## src/shared/rcb_pkg.sv

```systemverilog
// Shared constants and carrier types for the radio control register bank.
package rcb_pkg;

	// APB geometry: byte address is four times the register index
	localparam int APB_AW = 16;
	localparam int IDX_W = 14;
	localparam int REG_COUNT = 21;

	// Register indices, byte address = index * 4
	localparam logic [IDX_W-1:0] IDX_RESET_CTRL = 14'h1000;
	localparam logic [IDX_W-1:0] IDX_MODE_STROBE = 14'h1001;
	localparam logic [IDX_W-1:0] IDX_MODE_TWO = 14'h1002;
	localparam logic [IDX_W-1:0] IDX_MODE_THREE = 14'h1003;
	localparam logic [IDX_W-1:0] IDX_VCO_CAL = 14'h1004;
	localparam logic [IDX_W-1:0] IDX_BANK_MAN = 14'h1005;
	localparam logic [IDX_W-1:0] IDX_FIFO_END = 14'h1006;
	localparam logic [IDX_W-1:0] IDX_FIFO_MARGIN = 14'h1007;
	localparam logic [IDX_W-1:0] IDX_RC_CTRL = 14'h1008;
	localparam logic [IDX_W-1:0] IDX_RC_TMR_HI = 14'h1009;
	localparam logic [IDX_W-1:0] IDX_RC_TMR_LO = 14'h100a;
	localparam logic [IDX_W-1:0] IDX_RC_TGT_HI = 14'h100b;
	localparam logic [IDX_W-1:0] IDX_RC_TGT_LO = 14'h100c;
	localparam logic [IDX_W-1:0] IDX_CLK_DIV = 14'h100d;
	localparam logic [IDX_W-1:0] IDX_RATE_DIV = 14'h100e;
	localparam logic [IDX_W-1:0] IDX_SYNTH_ONE = 14'h100f;
	localparam logic [IDX_W-1:0] IDX_LO_INT = 14'h1010;
	localparam logic [IDX_W-1:0] IDX_LO_FRAC_HI = 14'h1011;
	localparam logic [IDX_W-1:0] IDX_LO_FRAC_LO = 14'h1012;
	localparam logic [IDX_W-1:0] IDX_FC_HI = 14'h1013;
	localparam logic [IDX_W-1:0] IDX_FC_LO = 14'h1014;

	// Reset value of every stored byte
	localparam logic [7:0] REG_RESET_VAL = 8'h00;

	// Single-bit field positions
	localparam int B_RST_BB = 7;
	localparam int B_RST_TXP = 6;
	localparam int B_RST_RXP = 5;
	localparam int B_RST_ADC = 4;
	localparam int B_RST_FIFO = 3;
	localparam int B_RST_FILT = 2;
	localparam int B_FEC_FLAG = 6;
	localparam int B_CRC_FLAG = 5;
	localparam int B_MODE_STROBE_VALID = 7;
	localparam int B_DATA_PATH = 5;
	localparam int B_WOR_EN = 4;
	localparam int B_ADC_MEAS = 0;
	localparam int B_SWAP = 7;
	localparam int B_VCO_CAL = 2;
	localparam int B_FILT_CAL = 1;
	localparam int B_RSSI_CAL = 0;
	localparam int B_CRC_FILT = 7;
	localparam int B_VCO_SRC = 0;
	localparam int B_FILT_SRC = 4;
	localparam int B_RC_SINGLE = 2;
	localparam int B_RC_HAND = 1;
	localparam int B_RC_EN = 0;
	localparam int B_SLOW_OSC = 7;
	localparam int B_GEN_MUL = 0;
	localparam int B_LO_INT_HI = 7;
	localparam int B_CRC_INV = 6;
	localparam int B_AFC = 7;

	// Derived figures
	localparam logic [5:0] GEN_MUL_LOW_SEL = 6'h30;
	localparam logic [5:0] GEN_MUL_HIGH_SEL = 6'h20;
	localparam logic [2:0] RATE_SHIFT_NORM = 3'h7;
	localparam logic [2:0] RATE_SHIFT_DEMOD = 3'h6;
	localparam logic [6:0] MARGIN_STEP = 7'h04;
	localparam logic [6:0] FIFO_SPAN = 7'h40;
	localparam logic [4:0] CAL_DIV_BASE = 5'h02;

	// Operating modes, Gray coded along sleep-idle-standby-pll-rx-tx
	typedef enum logic [2:0] {
		RCB_SLEEP = 3'h0,
		RCB_IDLE = 3'h1,
		RCB_STANDBY = 3'h3,
		RCB_PLL = 3'h2,
		RCB_RX = 3'h6,
		RCB_TX = 3'h7
	} rcb_mode_e;

	typedef struct packed {
		logic power;
		logic chip_enable;
		logic crystal;
		logic synth;
		logic direction;
		logic active;
	} rcb_chip_status_s;

	typedef struct packed {
		logic baseband;
		logic tx_pointer;
		logic rx_pointer;
		logic wide_adc;
		logic rx_buffer;
		logic filter_cal;
	} rcb_soft_reset_s;

	typedef struct packed {
		logic adc;
		logic vco;
		logic filter;
		logic rssi;
	} rcb_cal_s;

	typedef struct packed {
		logic [6:0] mode_flags;
		logic [4:0] vco_fcd;
		logic [2:0] vco_bank_auto;
		logic [1:0] vt_detect;
		logic vco_cal_fail;
		logic filter_cal_fail;
		logic [3:0] filter_bank_auto;
		logic [11:0] rc_cal_result;
		logic [9:0] rc_osc_count;
		logic battery_low;
		logic rc_cal_busy;
		logic [14:0] freq_offset;
	} rcb_core_status_s;

	typedef struct packed {
		logic data_path_select;
		logic wor_enable;
		logic buffer_swap;
		logic crc_filter_enable;
		logic crc_invert;
		logic [7:0] buffer_end_index;
		logic [5:0] tx_payload_start;
		logic [1:0] cal_sample_divider;
		logic cal_single_select;
		logic cal_hand_override;
		logic rc_cal_enable;
		logic [9:0] rc_timer_manual;
		logic [11:0] rc_cal_target;
		logic slow_osc_source;
		logic [4:0] gen_ref_divider;
		logic gen_multiplier_select;
		logic [2:0] sys_clock_divider;
		logic [6:0] rate_divider;
		logic [8:0] lo_integer_word;
		logic [15:0] lo_fraction_word;
		logic auto_freq_comp_select;
	} rcb_radio_cfg_s;

	typedef struct packed {
		logic [REG_COUNT-1:0][7:0] regs;
		rcb_mode_e mode;
		logic fec_flag;
		logic crc_flag;
		rcb_chip_status_s sync1;
		rcb_chip_status_s sync2;
		rcb_soft_reset_s soft_reset;
		logic [7:0] rdata;
		logic slverr;
	} rcb_state_s;

endpackage

```

## src/rcb_bank.sv

```systemverilog
// APB register bank controlling and observing the sub-GHz radio core.
`timescale 1ns/1ps

// Summary of operation
// - Write pulses six separate soft resets
// - Reset register reads live chip status bits
// - FEC failure latched, cleared by read
// - CRC failure latched, cleared by read
// - Strobe upper bits select operating mode
// - Data path bit picks direct or FIFO
// - Wake-on-radio enable bit gates function
// - ADC measure bit self-clears on completion
// - Swap bit exchanges TX and RX buffers
// - Calibration triggers self-clear on completion
// - CRC filter enable and CRC invert bits
// - VCO and filter banks auto or manual
// - Buffer length is end index plus one
// - Margin code gives TX/RX threshold pair
// - Six-bit TX payload start address
// - RC calibration divider, mode, software-cleared enable
// - Cal result readable, target and timer writable
// - Slow oscillator internal or external source
// - Generator reference divide, multiply 48 or 32
// - System clock is master over divider+1
// - Rate divisor over 128, or 64 option
// - LO integer and fraction words
// - Compensation manual, or reads measured offset
module rcb_bank (
	input wire logic pclk, // APB clock, 40 MHz
	input wire logic presetn, // Async reset, active low
	input wire logic psel, // APB select
	input wire logic penable, // APB access phase
	input wire logic pwrite, // APB direction, high writes
	input wire logic [rcb_pkg::APB_AW-1:0] paddr, // APB byte address
	input wire logic [31:0] pwdata, // APB write data
	input wire logic [3:0] pstrb, // APB byte strobes
	output logic [31:0] prdata, // APB read data
	output logic pready, // APB ready, always high
	output logic pslverr, // APB error on unmapped access
	input wire rcb_pkg::rcb_chip_status_s chip_status_in, // Core status pins
	input wire logic fec_fail_evt, // FEC failure pulse
	input wire logic crc_fail_evt, // CRC failure pulse
	input wire rcb_pkg::rcb_cal_s cal_done, // Completion pulses
	input wire logic demod_rate_option, // Halves rate prescaler
	input wire rcb_pkg::rcb_core_status_s core_status, // Core readback
	output rcb_pkg::rcb_soft_reset_s soft_reset, // Reset pulses
	output rcb_pkg::rcb_mode_e op_mode, // Current operating mode
	output rcb_pkg::rcb_cal_s cal_trigger, // Trigger levels
	output rcb_pkg::rcb_radio_cfg_s radio_cfg, // Stored settings
	output logic [8:0] fifo_length, // Buffer length in bytes
	output logic [6:0] tx_margin, // TX threshold in bytes
	output logic [6:0] rx_margin, // RX threshold in bytes
	output logic [4:0] cal_sample_div, // RC cal clock divide ratio
	output logic [5:0] gen_ref_divisor, // Generator reference divide
	output logic [5:0] gen_multiplier, // Generator multiply factor
	output logic [18:0] rate_clock_divisor, // Master clock per bit
	output logic [2:0] vco_bank_sel, // VCO bank in use
	output logic [3:0] filter_bank_sel, // Filter bank in use
	output logic [14:0] freq_comp_value // Compensation word in use
);
	import rcb_pkg::*;

	rcb_state_s s_q; // Whole block state
	rcb_state_s s_d; // Next state
	logic [IDX_W-1:0] idx; // Word index from the address
	logic [IDX_W-1:0] rel; // Index relative to the bank base
	logic [4:0] ridx; // Slot in the byte array
	logic hit; // Address lands on a register
	logic setup; // APB setup phase
	logic wr; // Write taking effect this edge
	logic rd_status; // Read of the reset/status register
	logic [7:0] rval; // Read value for the addressed register
	logic [7:0] wb; // Written byte
	logic [14:0] fc_manual; // Software compensation word
	logic [3:0] sys_div; // System clock divide factor
	logic [7:0] rate_div; // Rate divide factor
	logic [11:0] div_prod; // Product of both dividers

	// Address decode; misaligned or out-of-range words are unmapped
	always_comb begin
		idx = paddr[APB_AW-1:2];
		rel = idx - IDX_RESET_CTRL;
		ridx = rel[4:0];
		hit = (paddr[1:0] == 2'h0) && (idx >= IDX_RESET_CTRL) &&
			(idx <= IDX_FC_LO);
	end

	assign setup = psel & ~penable;
	// Zero wait states, so the access edge is the commit edge
	assign wr = psel & penable & pwrite & pstrb[0] & hit;
	assign rd_status = psel & penable & ~pwrite & (idx == IDX_RESET_CTRL) &
		(paddr[1:0] == 2'h0);
	assign wb = pwdata[7:0];
	assign fc_manual = {s_q.regs[5'h13][6:0], s_q.regs[5'h14]};

	// Read value, captured in the setup phase
	always_comb begin
		case (idx)
			IDX_RESET_CTRL: begin
				// Live status and the two latched flags
				rval = {s_q.sync2.power, s_q.fec_flag, s_q.crc_flag,
					s_q.sync2.chip_enable, s_q.sync2.crystal,
					s_q.sync2.synth, s_q.sync2.direction,
					s_q.sync2.active};
			end
			IDX_MODE_STROBE: begin
				// Strobe is write-only; reads show core flags
				rval = {core_status.mode_flags, 1'b0};
			end
			IDX_VCO_CAL: begin
				rval = {core_status.vco_fcd, core_status.vco_bank_auto};
			end
			IDX_BANK_MAN: begin
				rval = {core_status.vt_detect, core_status.vco_cal_fail,
					core_status.filter_cal_fail,
					core_status.filter_bank_auto};
			end
			IDX_FIFO_END, IDX_FIFO_MARGIN, IDX_RC_TGT_HI,
			IDX_RC_TGT_LO: begin
				// Write-only settings read as zero
				rval = 8'h00;
			end
			IDX_RC_CTRL: begin
				rval = {core_status.rc_cal_result[11:8],
					core_status.battery_low,
					core_status.rc_osc_count[9:8],
					core_status.rc_cal_busy};
			end
			IDX_RC_TMR_HI: begin
				rval = core_status.rc_cal_result[7:0];
			end
			IDX_RC_TMR_LO: begin
				rval = core_status.rc_osc_count[7:0];
			end
			IDX_FC_HI: begin
				// Auto mode shows the measured offset
				rval = {s_q.regs[5'h13][B_AFC], freq_comp_value[14:8]};
			end
			IDX_FC_LO: begin
				rval = freq_comp_value[7:0];
			end
			default: begin
				// Plain read/write bytes and unmapped indices
				rval = hit ? s_q.regs[ridx] : 8'h00;
			end
		endcase
	end

	// Next-state logic for the whole bank
	always_comb begin
		s_d = s_q;
		// Status pins cross in through two flops
		s_d.sync1 = chip_status_in;
		s_d.sync2 = s_q.sync1;
		s_d.soft_reset = '0;

		// Hardware completion clears the triggers first, so a
		// software write in the same cycle wins
		if (cal_done.adc) begin
			s_d.regs[5'h02][B_ADC_MEAS] = 1'b0;
		end
		if (cal_done.vco) begin
			s_d.regs[5'h03][B_VCO_CAL] = 1'b0;
		end
		if (cal_done.filter) begin
			s_d.regs[5'h03][B_FILT_CAL] = 1'b0;
		end
		if (cal_done.rssi) begin
			s_d.regs[5'h03][B_RSSI_CAL] = 1'b0;
		end

		// Only the bits that were reported are cleared; an event
		// in the same edge sets the flag again
		s_d.fec_flag = (s_q.fec_flag &
			~(rd_status & s_q.rdata[B_FEC_FLAG])) | fec_fail_evt;
		s_d.crc_flag = (s_q.crc_flag &
			~(rd_status & s_q.rdata[B_CRC_FLAG])) | crc_fail_evt;

		if (wr) begin
			case (idx)
				IDX_RESET_CTRL: begin
					// Each written one gives a one-cycle pulse
					s_d.soft_reset.baseband = wb[B_RST_BB];
					s_d.soft_reset.tx_pointer = wb[B_RST_TXP];
					s_d.soft_reset.rx_pointer = wb[B_RST_RXP];
					s_d.soft_reset.wide_adc = wb[B_RST_ADC];
					s_d.soft_reset.rx_buffer = wb[B_RST_FIFO];
					s_d.soft_reset.filter_cal = wb[B_RST_FILT];
				end
				IDX_MODE_STROBE: begin
					if (wb[B_MODE_STROBE_VALID]) begin
						case (wb[6:3])
							4'h0: begin
								s_d.mode = RCB_SLEEP;
							end
							4'h2, 4'h3: begin
								s_d.mode = RCB_IDLE;
							end
							4'h4, 4'h5: begin
								s_d.mode = RCB_STANDBY;
							end
							4'h6, 4'h7: begin
								s_d.mode = RCB_PLL;
							end
							4'h8, 4'h9: begin
								s_d.mode = RCB_RX;
							end
							4'ha, 4'hb: begin
								s_d.mode = RCB_TX;
							end
							default: begin
								// Unknown pattern: mode kept
								s_d.mode = s_q.mode;
							end
						endcase
					end
				end
				default: begin
					// Stored bytes, including trigger bits
					s_d.regs[ridx] = wb;
				end
			endcase
		end

		// Read data and error are held from setup to access
		if (setup) begin
			// Unmapped or misaligned reads return zero, not a neighbour
			s_d.rdata = (pwrite || !hit) ? 8'h00 : rval;
			s_d.slverr = ~hit;
		end
	end

	// State register
	always_ff @(posedge pclk or negedge presetn) begin
		if (!presetn) begin
			s_q.regs <= {REG_COUNT{REG_RESET_VAL}};
			s_q.mode <= RCB_SLEEP;
			s_q.fec_flag <= 1'b0;
			s_q.crc_flag <= 1'b0;
			s_q.sync1 <= '0;
			s_q.sync2 <= '0;
			s_q.soft_reset <= '0;
			s_q.rdata <= 8'h00;
			s_q.slverr <= 1'b0;
		end else begin
			s_q <= s_d;
		end
	end

	// APB answers with no wait states
	assign pready = 1'b1;
	assign prdata = {24'h000000, s_q.rdata};
	assign pslverr = s_q.slverr & psel & penable;

	assign soft_reset = s_q.soft_reset;
	assign op_mode = s_q.mode;

	// Trigger levels stay up until the core reports completion
	assign cal_trigger.adc = s_q.regs[5'h02][B_ADC_MEAS];
	assign cal_trigger.vco = s_q.regs[5'h03][B_VCO_CAL];
	assign cal_trigger.filter = s_q.regs[5'h03][B_FILT_CAL];
	assign cal_trigger.rssi = s_q.regs[5'h03][B_RSSI_CAL];

	// Settings straight from the stored bytes
	always_comb begin
		radio_cfg.data_path_select = s_q.regs[5'h02][B_DATA_PATH];
		radio_cfg.wor_enable = s_q.regs[5'h02][B_WOR_EN];
		radio_cfg.buffer_swap = s_q.regs[5'h03][B_SWAP];
		radio_cfg.crc_filter_enable = s_q.regs[5'h04][B_CRC_FILT];
		radio_cfg.crc_invert = s_q.regs[5'h0f][B_CRC_INV];
		radio_cfg.buffer_end_index = s_q.regs[5'h06];
		radio_cfg.tx_payload_start = s_q.regs[5'h07][5:0];
		radio_cfg.cal_sample_divider = s_q.regs[5'h08][4:3];
		radio_cfg.cal_single_select = s_q.regs[5'h08][B_RC_SINGLE];
		radio_cfg.cal_hand_override = s_q.regs[5'h08][B_RC_HAND];
		// Enable is never cleared by hardware; software drops it
		radio_cfg.rc_cal_enable = s_q.regs[5'h08][B_RC_EN];
		radio_cfg.rc_timer_manual = {s_q.regs[5'h09][1:0],
			s_q.regs[5'h0a]};
		radio_cfg.rc_cal_target = {s_q.regs[5'h0b][3:0],
			s_q.regs[5'h0c]};
		radio_cfg.slow_osc_source = s_q.regs[5'h0b][B_SLOW_OSC];
		radio_cfg.gen_ref_divider = s_q.regs[5'h0d][7:3];
		radio_cfg.gen_multiplier_select = s_q.regs[5'h0e][B_GEN_MUL];
		radio_cfg.sys_clock_divider = s_q.regs[5'h0d][2:0];
		radio_cfg.rate_divider = s_q.regs[5'h0e][7:1];
		radio_cfg.lo_integer_word = {s_q.regs[5'h0f][B_LO_INT_HI],
			s_q.regs[5'h10]};
		radio_cfg.lo_fraction_word = {s_q.regs[5'h11],
			s_q.regs[5'h12]};
		radio_cfg.auto_freq_comp_select = s_q.regs[5'h13][B_AFC];
	end

	// Buffer sizing; a full 8-bit index gives a 256-byte buffer
	assign fifo_length = {1'b0, s_q.regs[5'h06]} + 9'h001;
	assign tx_margin = 7'(({5'h00, s_q.regs[5'h07][7:6]} + 7'h01) *
		MARGIN_STEP);
	assign rx_margin = FIFO_SPAN - tx_margin;

	// RC calibration sample clock divide: 2, 4, 8 or 16
	assign cal_sample_div = CAL_DIV_BASE << s_q.regs[5'h08][4:3];

	// Clock generator reference and multiplier
	assign gen_ref_divisor = {1'b0, s_q.regs[5'h0d][7:3]} + 6'h01;
	assign gen_multiplier = s_q.regs[5'h0e][B_GEN_MUL] ?
		GEN_MUL_HIGH_SEL : GEN_MUL_LOW_SEL;

	// Master clock cycles per data bit; the master clock itself is
	// chosen outside this bank, so only the divide chain lives here
	assign sys_div = {1'b0, s_q.regs[5'h0d][2:0]} + 4'h1;
	assign rate_div = {1'b0, s_q.regs[5'h0e][7:1]} + 8'h01;
	assign div_prod = 12'(sys_div) * 12'(rate_div);
	assign rate_clock_divisor = 19'(div_prod) <<
		(demod_rate_option ? RATE_SHIFT_DEMOD : RATE_SHIFT_NORM);

	// Band selection, auto result unless manual select is set
	assign vco_bank_sel = s_q.regs[5'h04][B_VCO_SRC] ?
		s_q.regs[5'h05][7:5] : core_status.vco_bank_auto;
	assign filter_bank_sel = s_q.regs[5'h05][B_FILT_SRC] ?
		s_q.regs[5'h05][3:0] : core_status.filter_bank_auto;

	// Compensation word: manual when auto is off
	assign freq_comp_value = s_q.regs[5'h13][B_AFC] ?
		core_status.freq_offset : fc_manual;

endmodule

```

## config.mk

```make
export PLATFORM = sky130hd
export DESIGN_NAME = rcb_bank
export DESIGN_NICKNAME = d
export VERILOG_FILES = /design/src/shared/rcb_pkg.sv /design/src/rcb_bank.sv
export SDC_FILE = /design/constraint.sdc
export NUM_CORES = 1
export LEC_CHECK = 0
export BUFFER_PORTS_ARGS = -buffer_cell sky130_fd_sc_hd__buf_4
export CORE_MARGIN = 1
export CORE_UTILIZATION = 49
export DETAILED_ROUTE_END_ITERATION = 7
export GPL_TIMING_DRIVEN = 1
export PLACE_DENSITY = 0.89
export SLEW_MARGIN = 30
export SYNTH_ARGS = -nofsm -noshare
export SYNTH_HDL_FRONTEND = slang
export SYNTH_SLANG_ARGS = --single-unit
```

## constraint.sdc

```tcl
create_clock -name pclk -period 3.9 [get_ports pclk]
set_input_delay 0 -clock pclk [delete_from_list [all_inputs] [get_ports pclk]]
set_output_delay 0 -clock pclk [all_outputs]
set_load 0.005 [all_outputs]
```

==> results.cfg <==
[global_route]
first_global_vias = 9769
antenna_found_initial = 0
grt-ovfl-total = 0
grt_pass1_wl_um = 57000
grt_max_degree = 93
grt_util_all_layers_pct = 28.7

[placement]
dpl.hpwl_um = 27300
gp_routability_congestion = 0.952
dpl_cell_area_mm2 = 0.0142
port_buffers = 276
place_inst = 1600

[finish]
final_nets = 1492
final_area_mm2 = 0.0154
instances_no_fill = 1665
drive_above_1_share_pct = 49.2
n_antenna_cell = 0
areaGrowthSynthToFinish_pct = 20.2
fill_cells = 2002

[power_and_ir_drop]
switching_share_pct = 25.5
ir_worst_vdd_mv = 0.227
p_int_mw = 3.18
cellPowerDensity_mw_per_mm2 = 277
comb_power_share_pct = 9.3
power_leakage_nw = 7.47
seqPwrFrac_pct = 48.8
p_sw_mw = 1.09
p_clk_share_pct = 41.9

[sta]
setup-violations-final = 4
rsz0062_at_grt = true
final.min_clock_period_ns = 4.14
fmax_mhz = 241
max_slew_margin_pct = 39.1
tightest_slew_ns = 0.912
setup_slack_ns = -0.243
final-hold-violation-count = 0
finalSetupTns_ns = -0.613
clock-skew-final_ns = 0.0172
fin_hold_ws_ns = 0.0224
slew_violations = 0
fin_crit_sh_pct = 106

[setup_path]
worstSetupPathType = reg2out
worstPathMaxFanout = 3
critical_path.top_delay_family = adder cells
reg2reg_depth = 5
cpMaxStageDelayCell = or4b_2
crit_chain = ha_4, nand3_4, xor2_4, nor2_2, fa_1, inv_1, fa_1, inv_2, ha_4, o21ai_2, o21bai_2, a2111oi_4, or4b_2, and4_1, buf_4
slowest_delay_ns = 0.63
cp_num_buf_inv = 3
reg2reg_slack_ns = 1.71
crit_cells = 15
worstPathRequired_ns = 3.90
arrival_ns = 4.14
start_kind = flop
endpoint_kind = output pin

[synth]
netlist_area_mm2 = 0.0128
synth_top_family_by_area = multiplexers
synth_mux_area_share_pct = 25.2
yosys.area_share.simple_pct = 11.0
ys_seq_elements = 200
ys_types = 73
synth_fa_ha_area_share_pct = 4.41
ys.flop_type = dfrtp_1
synth_edf_count = 0
synthXorXnorAreaFrac_pct = 1.50
synth_cells = 1150
synth-compound-area-share_pct = 6.50
syn-mean-instance-area_um2 = 11.2
seq_area_frac_synth_pct = 39.0
yosysWarningCount = 0
async_flop_share_pct = 100

[die]
core-area_mm2 = 0.0254
die_y_um = 164
rows = 58
io_pins = 349
fp.dieArea_mm2 = 0.0268
die-width_um = 164
initial_core_util_pct = 50.5

[clock_tree]
clkTransAtPathRegs_ns = 0.08
cts_sinks = 200
numCtsBuffers = 17
cts_tree = done
cts.path.max_buffers = 2
cts_max_level = 4
insertion_delay_ns = 0.44
root_buffer = clkbuf_16

[drt]
avgViaCountPerCell = 5.82
drtIter0Drc = 707
routed_wl_um = 38300
via_count = 9696
drc = 0
avgRoutedWirePerCell_um = 23.0
first_pass_iters = 5
detail-route-antenna-nets = 0

[min_path]
hold_class = in2reg
holdPathStages = 5

[status]
status = complete, but fails checks
violations = setup timing

[run]
maxCapViolCount = 0
## Yosys cell counts, types with 12 or more instances
master      n  area share [%]
nor3_1     15            0.59
fa_1       12             1.9
dfrtp_1   200              39
clkbuf_1   48             1.4
nand2_1    44             1.3
a21oi_1    18            0.70
buf_4     159             9.3
buf_1      12            0.35
nor2_2     14            0.68
xnor2_1    12            0.82
nor2_1     43             1.3
nand4_1    15            0.73
o21ai_0    20            0.78
mux2i_1    29             2.3
mux4_2     30             5.3
nor2b_1    13            0.63
ha_1       26             2.5
nand3_1    28             1.1
inv_1      31            0.91
mux2_2    201              18
## layer usage
metal | up-vias | wire [um] | track usage, %
li1 | 4247 | - | -
met2 | 458 | 19100 | 48.7
met1 | 4915 | 15400 | 36.4
met4 | 0 | 1190 | 11.1
met5 | - | 0 | 0
met3 | 76 | 2650 | 4.90
## cells by family after synthesis
| group | Yosys count |
|---|---|
| DFF | 200 |
| adders and majority gates | 38 |
| buffers and inverters | 261 |
| muxes | 260 |
| xor gates and xnor gates | 22 |
| AOI/OAI and AO/OA | 118 |
| other | 2 |
| and+or+nand+nor | 249 |
## state kept, by name (all words and copies together), names as in the netlist
register	flops
fc_manual	15
s_q	69
radio_cfg	89
cal_trigger	4
soft_reset	6
prdata	8
op_mode	3
s_d	6
## cell type report
type | instances | area (um^2) | share of cell area [%]
repair buffers | 339 | 2610 | 17.0
well taps | 330 | 413 | 2.68
clock buffers | 20 | 457 | 2.96
inverters | 32 | 120 | 0.779
multi-input cells | 732 | 6680 | 43.3
flip-flops and latches | 200 | 5010 | 32.5
clock inverters | 12 | 130 | 0.844
## cells in the final DEF, fill, tap and decap left out, types with 7 or more instances in the layout
cell,netlist,routed
buf_4,159,315
mux2_2,201,201
dfrtp_1,200,198
conb_1,2,45
nand2_1,44,44
nor2_1,43,41
mux4_2,30,30
mux2i_1,29,29
inv_1,31,26
nand3_1,28,26
ha_1,26,19
dlygate4sd3_1,0,19
o21ai_0,20,18
a21oi_1,18,17
clkbuf_16,0,17
nor2_2,14,16
nand4_1,15,15
nor3_1,15,15
nor2b_1,13,13
fa_1,12,11
a21o_1,10,10
a22oi_1,10,10
xnor2_1,12,9
and2_1,8,8
o211ai_1,8,8
and3_1,7,7
or2_2,8,7
nand2b_1,10,7
a32oi_1,7,7
## power groups by stage
stage | Combinational, mW | Clock (mW) | Sequential, mW
floorplan | 0.202 | 0 | 2.12
global placement | 0.370 | 0 | 2.12
detailed placement | 0.374 | 0 | 2.12
CTS | 0.390 | 1.81 | 2.08
global route | 0.426 | 1.89 | 2.08
finish | 0.395 | 1.79 | 2.08
## path summary, 6_finish.rpt
kind | startpoint | to
max reg2reg | radio_cfg[0] | prdata[3]
max in group asynchronous | presetn | radio_cfg[10]
max | radio_cfg[26] | rate_clock_divisor[16]
min in group asynchronous | presetn | s_q[19]
min | penable | s_q[27]
min reg2reg | s_d[17] | s_q[17]
## repair_timing
action                     in CTS  in global routing
setup endpoints to repair       6                  6
hold endpoints to repair      106                  0
gates resized for setup        45                  8
buffers inserted               15                  1
hold buffers                   19                  0
pin swaps                      30                  8
gates cloned                    0                  0
## per-stage QoR
stage                     worst slack [ns]  total power [mW]  utilization [%]
after floorplan                    0.00519              2.32                -
after global placement              0.0240              2.49             56.1
after detailed placement           -0.0541              2.50             56.1
after CTS                           -0.255              4.28             60.5
after global routing                -0.364              4.39             60.7
final                               -0.243              4.26             60.7
## worst min-delay path: cells and delay by family
family | cells | cell delay (ns)
and+or+nand+nor | 3 | 0.20
buffers and inverters | 1 | 0.12
AOI/OAI and AO/OA | 1 | 0.11
Power figures use the tool's default switching activity.
